## config.mk

```make
export PLATFORM = sky130hd
export DESIGN_NAME = fpec_flash_ctrl
export DESIGN_NICKNAME = d
export VERILOG_FILES = /design/src/core/fpec_flash_ctrl.v
export VERILOG_INCLUDE_DIRS = /design/src /design/src/core
export SDC_FILE = /design/constraint.sdc
export NUM_CORES = 1
export LEC_CHECK = 0
export BUFFER_PORTS_ARGS = -buffer_cell sky130_fd_sc_hd__buf_4
export CORE_UTILIZATION = 30
export DETAILED_ROUTE_END_ITERATION = 8
export GPL_TIMING_DRIVEN = 0
export PLACE_DENSITY = 0.5
export SYNTH_ARGS = -nofsm -noshare
export SYNTH_HDL_FRONTEND = slang
export SYNTH_SLANG_ARGS = --single-unit
```

## constraint.sdc

```tcl
create_clock -name clock -period 2.2 [get_ports clock]
set_clock_uncertainty 0.2 [all_clocks]
set_input_delay 0.44 -clock clock [delete_from_list [all_inputs] [get_ports clock]]
set_output_delay 0.44 -clock clock [all_outputs]
set_load 0.02 [all_outputs]
```

## src/core/fpec_map.vh

```
`ifndef FPEC_MAP_VH
`define FPEC_MAP_VH
// ----------------------------------------
// Register byte offsets
// ----------------------------------------
`define FPEC_OFS_CTRL1 12'h000
`define FPEC_OFS_CTRL2 12'h004
`define FPEC_OFS_EBS1 12'h008
`define FPEC_OFS_EBS2 12'h00C
`define FPEC_OFS_RAMEMU 12'h010
`define FPEC_OFS_STAT 12'h014
// ----------------------------------------
// Control 1 fields
// ----------------------------------------
`define FPEC_C1_WRITE 0
`define FPEC_C1_CLR 1
`define FPEC_C1_WCHK 2
`define FPEC_C1_CCHK 3
`define FPEC_C1_UNLOCK 6
// ----------------------------------------
// Control 2 and emulation fields
// ----------------------------------------
`define FPEC_C2_FAULT 7
`define FPEC_RE_SEL 3
`define FPEC_RE_BLKHI 2
`define FPEC_RE_BLKLO 1
// ----------------------------------------
// Address windows
// ----------------------------------------
`define FPEC_EMU_RAM_BASE 24'hFFE000
`define FPEC_EMU_RAM_TOP 24'hFFE3FF
`define FPEC_FLASH_TOP 24'h00FFFF
`define FPEC_LATCH_BYTES 8'h80
`define FPEC_ERASED_BYTE 8'hFF
`endif

```

## src/core/fpec_flash_ctrl.v

```verilog
`timescale 1ns/10ps
`include "fpec_map.vh"

// Overview of operation
// - Overlay only in user or user-program mode
// - Overlay source fixed at 1-kbyte RAM window
// - Overlay replaces one selected 1-kbyte small block
// - Select field decodes upper two bits only
// - Flash and RAM addresses hit same bytes
// - Emulation select blocks program and erase
// - Clearing emulation select removes overlay
// - Erase never touches overlay RAM
// - Control 1 picks program, verify, erase modes
// - Latch 128 bytes from 00 or 80 start
// - Program pulse lasts while write strobe set
// - Erase lasts while clear strobe set
// - FF dummy write then longword verify reads
// - Mask all interrupts during program, erase, boot
// - Reset or standby aborts and clears registers; standby keeps RAM emulation
// - Without unlock, write and clear strobes enter no mode; verify bits still do
// - Erase block registers enable erasure per block
// - Flash read, exception or sleep during program or erase sets fault
// - Fault keeps registers, blocks program and erase
// - Only power-on reset clears fault
module fpec_flash_ctrl #(
  parameter LATCH_BYTES = 128
) (
  input wire clock,
  input wire reset_n,
  input wire powerOnReset_n,
  input wire psel,
  input wire penable,
  input wire pwrite,
  input wire [11:0] paddr,
  input wire [31:0] pwdata,
  output reg [31:0] prdata,
  output reg pready,
  output reg pslverr,
  input wire standby,
  input wire userMode,
  input wire bootRunning,
  input wire cpuValid,
  input wire cpuWrite,
  input wire cpuFetch,
  input wire [23:0] cpuAddr,
  input wire [7:0] cpuWdata,
  input wire exceptionTaken,
  input wire sleepExec,
  output reg overlayHit,
  output reg [23:0] physAddr,
  output reg irqMask,
  output reg writePulse,
  output reg clrPulse,
  output reg [7:0] eraseBlocks,
  output reg writeCheck,
  output reg clrCheck,
  output reg latchFull,
  output reg [23:0] latchBase,
  output reg verifyArmed,
  output reg [23:0] verifyAddr
);

  // ----------------------------------------
  // Operating states
  // ----------------------------------------
  localparam ST_IDLE = 4'b0001;
  localparam ST_PROG = 4'b0010;
  localparam ST_ERASE = 4'b0100;
  localparam ST_VERIFY = 4'b1000;

  reg [7:0] ctrl1_q;
  reg [7:0] ebs1_q;
  reg [7:0] ebs2_q;
  reg [7:0] ramEmu_q;
  reg fault_q;
  reg [3:0] state_q;
  reg [3:0] state_d;
  reg [7:0] latchCnt_q;
  reg [7:0] latchMem_q [0:LATCH_BYTES-1];
  reg [23:0] latchBase_q;
  reg verifyArmed_q;
  reg [23:0] verifyAddr_q;

  // ----------------------------------------
  // Helper functions
  // ----------------------------------------
  function [23:0] blockBase;
    input [1:0] sel;
    begin
      blockBase = {12'h000, sel, 10'h000};
    end
  endfunction

  function inFlash;
    input [23:0] a;
    begin
      inFlash = (a <= `FPEC_FLASH_TOP);
    end
  endfunction

  // ----------------------------------------
  // Overlay decode
  // ----------------------------------------
  function overlaySel;
    input [23:0] a;
    input [1:0] blk;
    begin
      overlaySel = ((a & 24'hFFFC00) == blockBase(blk));
    end
  endfunction

  function [23:0] ramAlias;
    input [23:0] a;
    begin
      ramAlias = `FPEC_EMU_RAM_BASE | {14'h0000, a[9:0]};
    end
  endfunction

  // ----------------------------------------
  // Mode request decode
  // ----------------------------------------
  function [3:0] pickMode;
    input wrReq;
    input clrReq;
    input chkReq;
    begin
      if (wrReq) begin
        pickMode = ST_PROG;
      end else if (clrReq) begin
        pickMode = ST_ERASE;
      end else if (chkReq) begin
        pickMode = ST_VERIFY;
      end else begin
        pickMode = ST_IDLE;
      end
    end
  endfunction

  // ----------------------------------------
  // Register read decode
  // ----------------------------------------
  function [31:0] readWord;
    input [11:0] a;
    begin
      case (a)
        `FPEC_OFS_CTRL1: readWord = {24'h000000, ctrl1_q};
        `FPEC_OFS_CTRL2: readWord = {24'h000000, fault_q, 7'h00};
        `FPEC_OFS_EBS1: readWord = {24'h000000, ebs1_q};
        `FPEC_OFS_EBS2: readWord = {24'h000000, ebs2_q};
        `FPEC_OFS_RAMEMU: readWord = {24'h000000, ramEmu_q};
        `FPEC_OFS_STAT: readWord = {20'h00000, state_q, latchCnt_q};
        default: readWord = 32'h00000000;
      endcase
    end
  endfunction

  function mapped;
    input [11:0] a;
    begin
      case (a)
        `FPEC_OFS_CTRL1, `FPEC_OFS_CTRL2, `FPEC_OFS_EBS1,
        `FPEC_OFS_EBS2, `FPEC_OFS_RAMEMU, `FPEC_OFS_STAT: mapped = 1'b1;
        default: mapped = 1'b0;
      endcase
    end
  endfunction

  wire hwProtect = standby;
  wire emuOn = ramEmu_q[`FPEC_RE_SEL] & userMode;
  wire [1:0] emuBlk = ramEmu_q[`FPEC_RE_BLKHI:`FPEC_RE_BLKLO];
  wire unlocked = ctrl1_q[`FPEC_C1_UNLOCK];
  wire strobeOk = unlocked & ~ramEmu_q[`FPEC_RE_SEL] & ~fault_q
                  & ~hwProtect;
  wire anyBlock = (ebs1_q != 8'h00) | (ebs2_q != 8'h00);
  wire active = (state_q == ST_PROG) | (state_q == ST_ERASE);
  wire flashRead = cpuValid & ~cpuWrite & inFlash(cpuAddr);
  wire fetchFlash = cpuFetch & inFlash(cpuAddr);
  wire faultCause = flashRead | fetchFlash | exceptionTaken | sleepExec;
  wire faultEvt = active & faultCause;
  wire overlayAddr = emuOn & overlaySel(cpuAddr, emuBlk);
  wire progReq = strobeOk & ctrl1_q[`FPEC_C1_WRITE];
  wire eraseReq = strobeOk & ctrl1_q[`FPEC_C1_CLR] & anyBlock;
  wire checkReq = ctrl1_q[`FPEC_C1_WCHK] | ctrl1_q[`FPEC_C1_CCHK];
  wire apbWr = psel & penable & pwrite;

  // ----------------------------------------
  // Mode selection
  // ----------------------------------------
  always @* begin
    state_d = ST_IDLE;
    case (state_q)
      ST_IDLE: begin
        state_d = pickMode(progReq, eraseReq, checkReq);
      end
      ST_PROG: begin
        // Fault abort drops to idle
        if (faultEvt) begin
          state_d = ST_IDLE;
        end else begin
          state_d = pickMode(progReq, eraseReq, checkReq);
        end
      end
      ST_ERASE: begin
        if (faultEvt) begin
          state_d = ST_IDLE;
        end else begin
          state_d = pickMode(progReq, eraseReq, checkReq);
        end
      end
      ST_VERIFY: begin
        state_d = pickMode(progReq, eraseReq, checkReq);
      end
      default: begin
        state_d = ST_IDLE;
      end
    endcase
  end

  // ----------------------------------------
  // Registers and fault
  // ----------------------------------------
  always @(posedge clock or negedge reset_n) begin
    if (!reset_n) begin
      ctrl1_q <= 8'h00;
      ebs1_q <= 8'h00;
      ebs2_q <= 8'h00;
      ramEmu_q <= 8'h00;
      state_q <= ST_IDLE;
    end else if (hwProtect) begin
      ctrl1_q <= 8'h00;
      ebs1_q <= 8'h00;
      ebs2_q <= 8'h00;
      state_q <= ST_IDLE;
    end else begin
      state_q <= state_d;
      if (apbWr) begin
        case (paddr)
          `FPEC_OFS_CTRL1: ctrl1_q <= pwdata[7:0];
          `FPEC_OFS_EBS1: ebs1_q <= pwdata[7:0];
          `FPEC_OFS_EBS2: ebs2_q <= pwdata[7:0];
          `FPEC_OFS_RAMEMU: ramEmu_q <= pwdata[7:0];
          default: begin
          end
        endcase
      end
    end
  end

  always @(posedge clock or negedge powerOnReset_n) begin
    if (!powerOnReset_n) begin
      fault_q <= 1'b0;
    end else if (faultEvt) begin
      fault_q <= 1'b1;
    end
  end

  // ----------------------------------------
  // Program latch and verify address
  // ----------------------------------------
  integer i;
  always @(posedge clock or negedge reset_n) begin
    if (!reset_n) begin
      latchCnt_q <= 8'h00;
      latchBase_q <= 24'h000000;
      verifyArmed_q <= 1'b0;
      verifyAddr_q <= 24'h000000;
      for (i = 0; i < LATCH_BYTES; i = i + 1) begin
        latchMem_q[i] <= 8'h00;
      end
    end else begin
      if (cpuValid & cpuWrite & inFlash(cpuAddr) & ~overlayAddr &
          ~active) begin
        if (cpuWdata == `FPEC_ERASED_BYTE && cpuAddr[1:0] == 2'b00 &&
            (ctrl1_q[`FPEC_C1_WCHK] | ctrl1_q[`FPEC_C1_CCHK])) begin
          verifyArmed_q <= 1'b1;
          verifyAddr_q <= cpuAddr;
        end else if (unlocked) begin
          if (latchCnt_q == 8'h00 || latchCnt_q == `FPEC_LATCH_BYTES) begin
            if (cpuAddr[6:0] == 7'h00) begin
              latchBase_q <= cpuAddr;
              latchMem_q[0] <= cpuWdata;
              latchCnt_q <= 8'h01;
            end
          end else begin
            latchMem_q[latchCnt_q[6:0]] <= cpuWdata;
            latchCnt_q <= latchCnt_q + 8'h01;
          end
        end
      end
      if (state_q == ST_PROG && state_d != ST_PROG) begin
        latchCnt_q <= 8'h00;
      end
    end
  end

  // ----------------------------------------
  // Registered outputs
  // ----------------------------------------
  always @(posedge clock or negedge reset_n) begin
    if (!reset_n) begin
      prdata <= 32'h00000000;
      pready <= 1'b0;
      pslverr <= 1'b0;
      overlayHit <= 1'b0;
      physAddr <= 24'h000000;
      irqMask <= 1'b0;
      writePulse <= 1'b0;
      clrPulse <= 1'b0;
      eraseBlocks <= 8'h00;
      writeCheck <= 1'b0;
      clrCheck <= 1'b0;
      latchFull <= 1'b0;
      latchBase <= 24'h000000;
      verifyArmed <= 1'b0;
      verifyAddr <= 24'h000000;
    end else begin
      pready <= psel & ~penable;
      pslverr <= 1'b0;
      if (psel & ~penable) begin
        prdata <= readWord(paddr);
        pslverr <= ~mapped(paddr);
      end
      overlayHit <= overlayAddr;
      physAddr <= overlayAddr ? ramAlias(cpuAddr) : cpuAddr;
      irqMask <= active | (state_d == ST_PROG) | (state_d == ST_ERASE) |
                 bootRunning;
      writePulse <= (state_d == ST_PROG);
      clrPulse <= (state_d == ST_ERASE);
      eraseBlocks <= ebs1_q | ebs2_q;
      writeCheck <= (state_d == ST_VERIFY) & ctrl1_q[`FPEC_C1_WCHK];
      clrCheck <= (state_d == ST_VERIFY) & ctrl1_q[`FPEC_C1_CCHK];
      latchFull <= (latchCnt_q == `FPEC_LATCH_BYTES);
      latchBase <= latchBase_q;
      verifyArmed <= verifyArmed_q;
      verifyAddr <= verifyAddr_q;
    end
  end

endmodule

```

== Word-level counts from Yosys, hierarchy flattened ==
Cells that the tools add are included.
Operators by class
  add/subtract/negate cells: 1
  magnitude comparators: 1
  equal/unequal tests: 18
  multiplexer cells: 26
  bitwise operators: 40
  reductions and logical operators: 26
Operators by type and width (count)
  $mux W8: 15
  $pmux W12 S6: 1
  $eq A12 B4 Y1 const B: 2
  $eq A12 B5 Y1 const B: 2
  $le A24 B16 Y1 const B: 1
  $mux W24: 1
  $and A1 B1 Y1: 21
  $mux W4: 5
  $eq A8 B8 Y1 const B: 2
  $reduce_bool A8 Y1: 2
  $eq A14 B2 Y1: 1
  $eq A12 B3 Y1 const B: 1
  $logic_not A12 Y1: 1
  $reduce_bool A2 Y1: 6
  $not A1 Y1: 9
  $or A1 B1 Y1: 9
  $add A8 B1 Y8 const B: 1
  $eq A4 B2 Y1 const B: 2
  $eq A4 B3 Y1 const B: 2
  $eq A4 B4 Y1 const B: 2
  $logic_not A8 Y1: 1
  $or A8 B8 Y8: 1
  $pmux W4 S2: 1
  $reduce_and A2 Y1: 4
  other kinds (14): 19
Word-level totals
  register bits: 216
  input bits: 90
  output and inout port bits: 122

== Depth between registers and ports, before layout ==
  depth after elaboration: 14
  mapped depth: 7
  mapped depth without buffers: 6

== Worst setup path after synthesis ==
No wires, ideal clock.
  path kind: in2reg
  start: input port cpuAddr[12]
  end: register verifyAddr_q[10]
  data arrival time: 2.145 ns
  required time: 1.875 ns
  slack: -0.270 ns
  stages: 6
  buffers on the path: 2
  cells stage by stage: or4_1 > nor4_4 > or4b_1 > buf_6 > buf_12 > mux2_4
Between the ends
  longest elaborated chain between the ends: 6
  elaborated cells on any way between the ends: 8
Ends and longest elaborated chain
  from (decl): line fpec_flash_ctrl.v:45  | input wire [23:0] cpuAddr,
  branches (longest 3 deep; another with $le A24 B16 Y1)
  $and A1 B1 Y1 * (2 in a row): line fpec_flash_ctrl.v:271  | if (cpuValid & cpuWrite & inFlash(cpuAddr) & ~overlayAddr &
  $reduce_and A2 Y1 (no line) *
  to (signal assigned): line fpec_flash_ctrl.v:276  | verifyAddr_q <= cpuAddr;
  to (decl): line fpec_flash_ctrl.v:82  | reg [23:0] verifyAddr_q;
Every way passes the cells marked *.
A chain may end at the register's enable or synchronous reset.

== Final worst setup path ==
  start: register ramEmu_q[1]
  end: register latchCnt_q[6]
Between the ends
  longest elaborated chain between the ends: 7
Ends and longest elaborated chain
  from (decl): line fpec_flash_ctrl.v:74  | reg [7:0] ramEmu_q;
  from (signal assigned): line fpec_flash_ctrl.v:241  | `FPEC_OFS_RAMEMU: ramEmu_q <= pwdata[7:0];
  $eq A14 B2 Y1: line fpec_flash_ctrl.v:108  | overlaySel = ((a & 24'hFFFC00) == blockBase(blk));
  $and A1 B1 Y1: line fpec_flash_ctrl.v:180  | wire overlayAddr = emuOn & overlaySel(cpuAddr, emuBlk);
  $not A1 Y1: line fpec_flash_ctrl.v:271
  $and A1 B1 Y1 (2 in a row): line fpec_flash_ctrl.v:271
  $reduce_bool A2 Y1 (no line)
  $reduce_and A4 Y1 (no line)
  to (signal assigned): line fpec_flash_ctrl.v:286  | latchCnt_q <= latchCnt_q + 8'h01;
  to (decl): line fpec_flash_ctrl.v:78  | reg [7:0] latchCnt_q;
No other way between the ends.

==> summary.md <==
| Metric | Value |
|---|---|
| Required @ worst endpoint | approximately 2.4 ns |
| Pre-antenna DRT Iters | 4 |
| Total global routing overflow | 0 |
| Netlist cell types | 60 |
| Post-route DRC violation count | 0 |
| Vias in the first global route | 5,161 |
| Routed length per placed instance | ~16 um |
| Port buffer count | 165 |
| Initial Util | 30.6% |
| Simple-Gate Fraction of Synth Area | roughly 14% |
| Nets | 866 |
| Compound-cell area share of the yosys netlist | under 10% |
| Post-synthesis cell count | 532 |
| CP max FO | 5 |
| Critical path endpoint category | flip-flop |
| Post-Syn Area | between 7000 and 8000 um2 |
| Worst Tran Pin Value | slightly below 0.8 ns |
| Hold Vio Cnt, Final | 0 |
| Largest family of logic cells by synthesized area | simple AND/OR/NAND/NOR gates |
| CP startpoint kind | flip-flop |
| Clock root buffer | clkbuf_16 |
| Die height | about 160 um |
| Total wire length | 18.2 mm |
| Fin cells | around 1,100 |
| TritonCTS buffer count | 17 |
| Outcome | finished clean |
| Diode count | 0 |
| Seq/Total Area, Yosys | 66.0% |
| Initial antenna violation count | 0 |
| Type of the worst min-delay path | in2reg |
| Min Tclk post-route | 2.18 ns |
| Post-DP HPWL | ~13 mm |
| H-tree depth | 4 |
| Post-synth ARST share | 100% |
| EDFF count, synth | 0 |
| DRT iter0 DRCs | between 200 and 250 |
| Setup slack, reg-to-reg | around 0.015 ns |
| CTS tree | done |
| Multi-input logic area | 2490 um2 |
| DR vias | a little under 5,000 |
| Synth Area in XOR/XNOR | less than 1% |
| Synth Flop Type | dfrtp_1 |
| Period Utilization, post-route | between 90% and 100% |
| Synth Warn # | 0 |
| Mux contribution to synthesized area | approximately a tenth |
| Fill cells | 2,248 |
| Synth Register Bits | a little under 200 |
| DP Area | 9230 um2 |
| Leak | approximately 5.1 nW |
| CTS Buffer Depth | 2 |
| GRT Overall Usage | 15.0% |
| Clk pin slew, worst setup/hold paths | 0.08 ns |
| Placed cells | 1,041 |
| Relative slew slack | between 40% and 50% |
| Final instance area | a little over 10,000 um2 |
| RSZ-0062 raised after global routing | yes |
| CP Class | reg2reg |
| Skew-Pair Late Insertion Delay | about 0.42 ns |
| Peak supply drop | 0.000525 V |
| CORE AREA | approximately 24,000 um2 |
| Synth Area in Adders | 0.337% |
| First-pass GRT wire length | between 20 and 30 mm |
| Vias per inst | 4.45 |
| Placer Congestion | approximately 0.78 |
| Avg Inst Size Synth | between 10 and 15 um2 |
| Most common cell after layout, fill and taps aside | buf_4 |
| Layout cells sized above 1 | between 40% and 50% |
| Fmax | approximately 460 MHz |
| Row cnt | 57 |
| # clock sinks | 196 |
| Ports | 212 |
| Final Slew Violations | 0 |
| Max_cap viols | 0 |
| Register area | 4910 um2 |
| Most frequent cells in the layout | buf_4 (205), dfrtp_1 (192), nor2_1 (35) |
| Critical path arrival | between 2 and 2.5 ns |
| Final setup viols | 0 |
| Largest net degree at the start of global routing | about 110 |
| Area Overhead vs Synth | 39.0% |
| Die width | ~160 um |
| Pwr/cell area | between 600 and 700 nW/um2 |
| Die area | ~25,000 um2 |
| DRT antenna net count | 0 |
==> Yosys cell counts (4+ instances only) <==
| master | count | area share (%) |
|---|---|---|
| nand3_1 | 4 | 0.27 |
| a21oi_1 | 12 | 0.81 |
| dfrtp_1 | 195 | 66 |
| nor4_4 | 7 | 2.0 |
| a22o_1 | 4 | 0.47 |
| and3_1 | 4 | 0.34 |
| buf_4 | 20 | 2.0 |
| a311oi_1 | 4 | 0.47 |
| nor4_1 | 10 | 0.84 |
| nor3_1 | 8 | 0.54 |
| nand2_1 | 13 | 0.66 |
| o21ai_0 | 12 | 0.81 |
| nor2b_1 | 5 | 0.42 |
| clkbuf_1 | 9 | 0.45 |
| mux2i_1 | 30 | 4.0 |
| inv_1 | 5 | 0.25 |
| nand2b_1 | 4 | 0.34 |
| or2_2 | 21 | 1.8 |
| mux2_2 | 26 | 3.9 |
| and2_1 | 29 | 2.4 |
| nor2_1 | 37 | 1.9 |
| mux2_4 | 9 | 1.8 |
| a22oi_1 | 12 | 1.2 |
==> flip-flops by register name (all words and copies together), names as in the netlist, 4 cells and up <==
name	count
latchBase	24
latchBase_q	24
physAddr	24
verifyAddr	24
verifyAddr_q	24
prdata	12
ctrl1_q	8
ebs1_q	8
ebs2_q	8
eraseBlocks	8
latchCnt_q	8
ramEmu_q	8
state_q	4
==> timing repair <==
| action | in CTS | in global routing |
|---|---|---|
| resized for setup | 19 | 17 |
| pin swaps | 9 | 8 |
| hold buffers | 12 | 0 |
| hold endpoints to repair | 94 | 0 |
| endpoints found under the setup margin | 54 | 75 |
| setup buffers | 18 | 8 |
| gates cloned | 1 | 0 |
==> metal layers <==
| metal | routed length (um) | part of all wire [%] | GRT usage [%] |
|---|---|---|---|
| met4 | 269 | 1.5 | 4.28 |
| met3 | 828 | 4.5 | 3.83 |
| met2 | 8920 | 49 | 23.7 |
| met5 | 0 | 0 | 0 |
| met1 | 8200 | 45 | 20.3 |
==> path summary, 6_finish.rpt <==
kind | from | endpoint | depth (start not counted)
worst min-delay path | bootRunning | irqMask | 2
max in group asynchronous | reset_n | writePulse | 3
min in group asynchronous | powerOnReset_n | fault_q | 2
worst min register to register | verifyAddr_q[20] | verifyAddr[20] | 0
worst max-delay path | ramEmu_q[1] | latchCnt_q[6] | 7
worst max register to register | ramEmu_q[1] | latchCnt_q[6] | 7
==> cell families (layout without fill, tap and decap cells) <==
group / count (synthesis) / count (layout)
flops: 196 / 196
simple gates: 161 / 161
mux: 66 / 66
compound gates: 59 / 59
buf+inv: 43 / 279
xor+xnor: 4 / 4
fa+ha+maj: 2 / 2
other cells: 1 / 20
==> through the flow <==
| stage | setup WS (ns) | setup TNS, ns | util, % | power (mW) | hold slack [ns] |
|---|---|---|---|---|---|
| after CTS | 0.0109 | 0 | 41.8 | 7.27 | 0.0148 |
| after global placement | -0.733 | -185.52 | 37.8 | 4.10 | 0.0321 |
| after global routing | -0.0646 | -0.374 | 42.5 | 7.48 | 0.0189 |
| after floorplan | -0.247 | -4.70 | - | 3.86 | -0.0556 |
| final | 0.0152 | 0 | 42.5 | 7.16 | 0.0334 |
| after detailed placement | -0.757 | -50.90 | 38.0 | 4.11 | 0.0314 |
==> cell type report <==
class	instances	area share (%)
flip-flops and latches	196	47.5
multi-input cells	312	24.1
repair buffers	204	15.8
clock buffers	18	4.16
well taps	324	3.93
plain buffers	38	2.77
clock inverters	14	1.54
inverters	5	0.182
==> power breakdown <==
part / leakage [nW] / switching, mW / total, mW / internal, mW
registers: 2.67 / 0.00697 / 3.63 / 3.62
logic: 2.18 / 0.251 / 0.430 / 0.179
clock network: 0.276 / 1.48 / 3.10 / 1.62
total: 5.13 / 1.73 / 7.16 / 5.43
==> critical path, cell delays in order (launching register included) <==
cell     delay [ns]
dfrtp_2        0.44
xor2_2         0.19
nor4_4         0.08
buf_4          0.14
nor4_4         0.28
buf_4          0.20
or3b_2         0.44
a21oi_1        0.14
(Power assumes the default switching activity.)
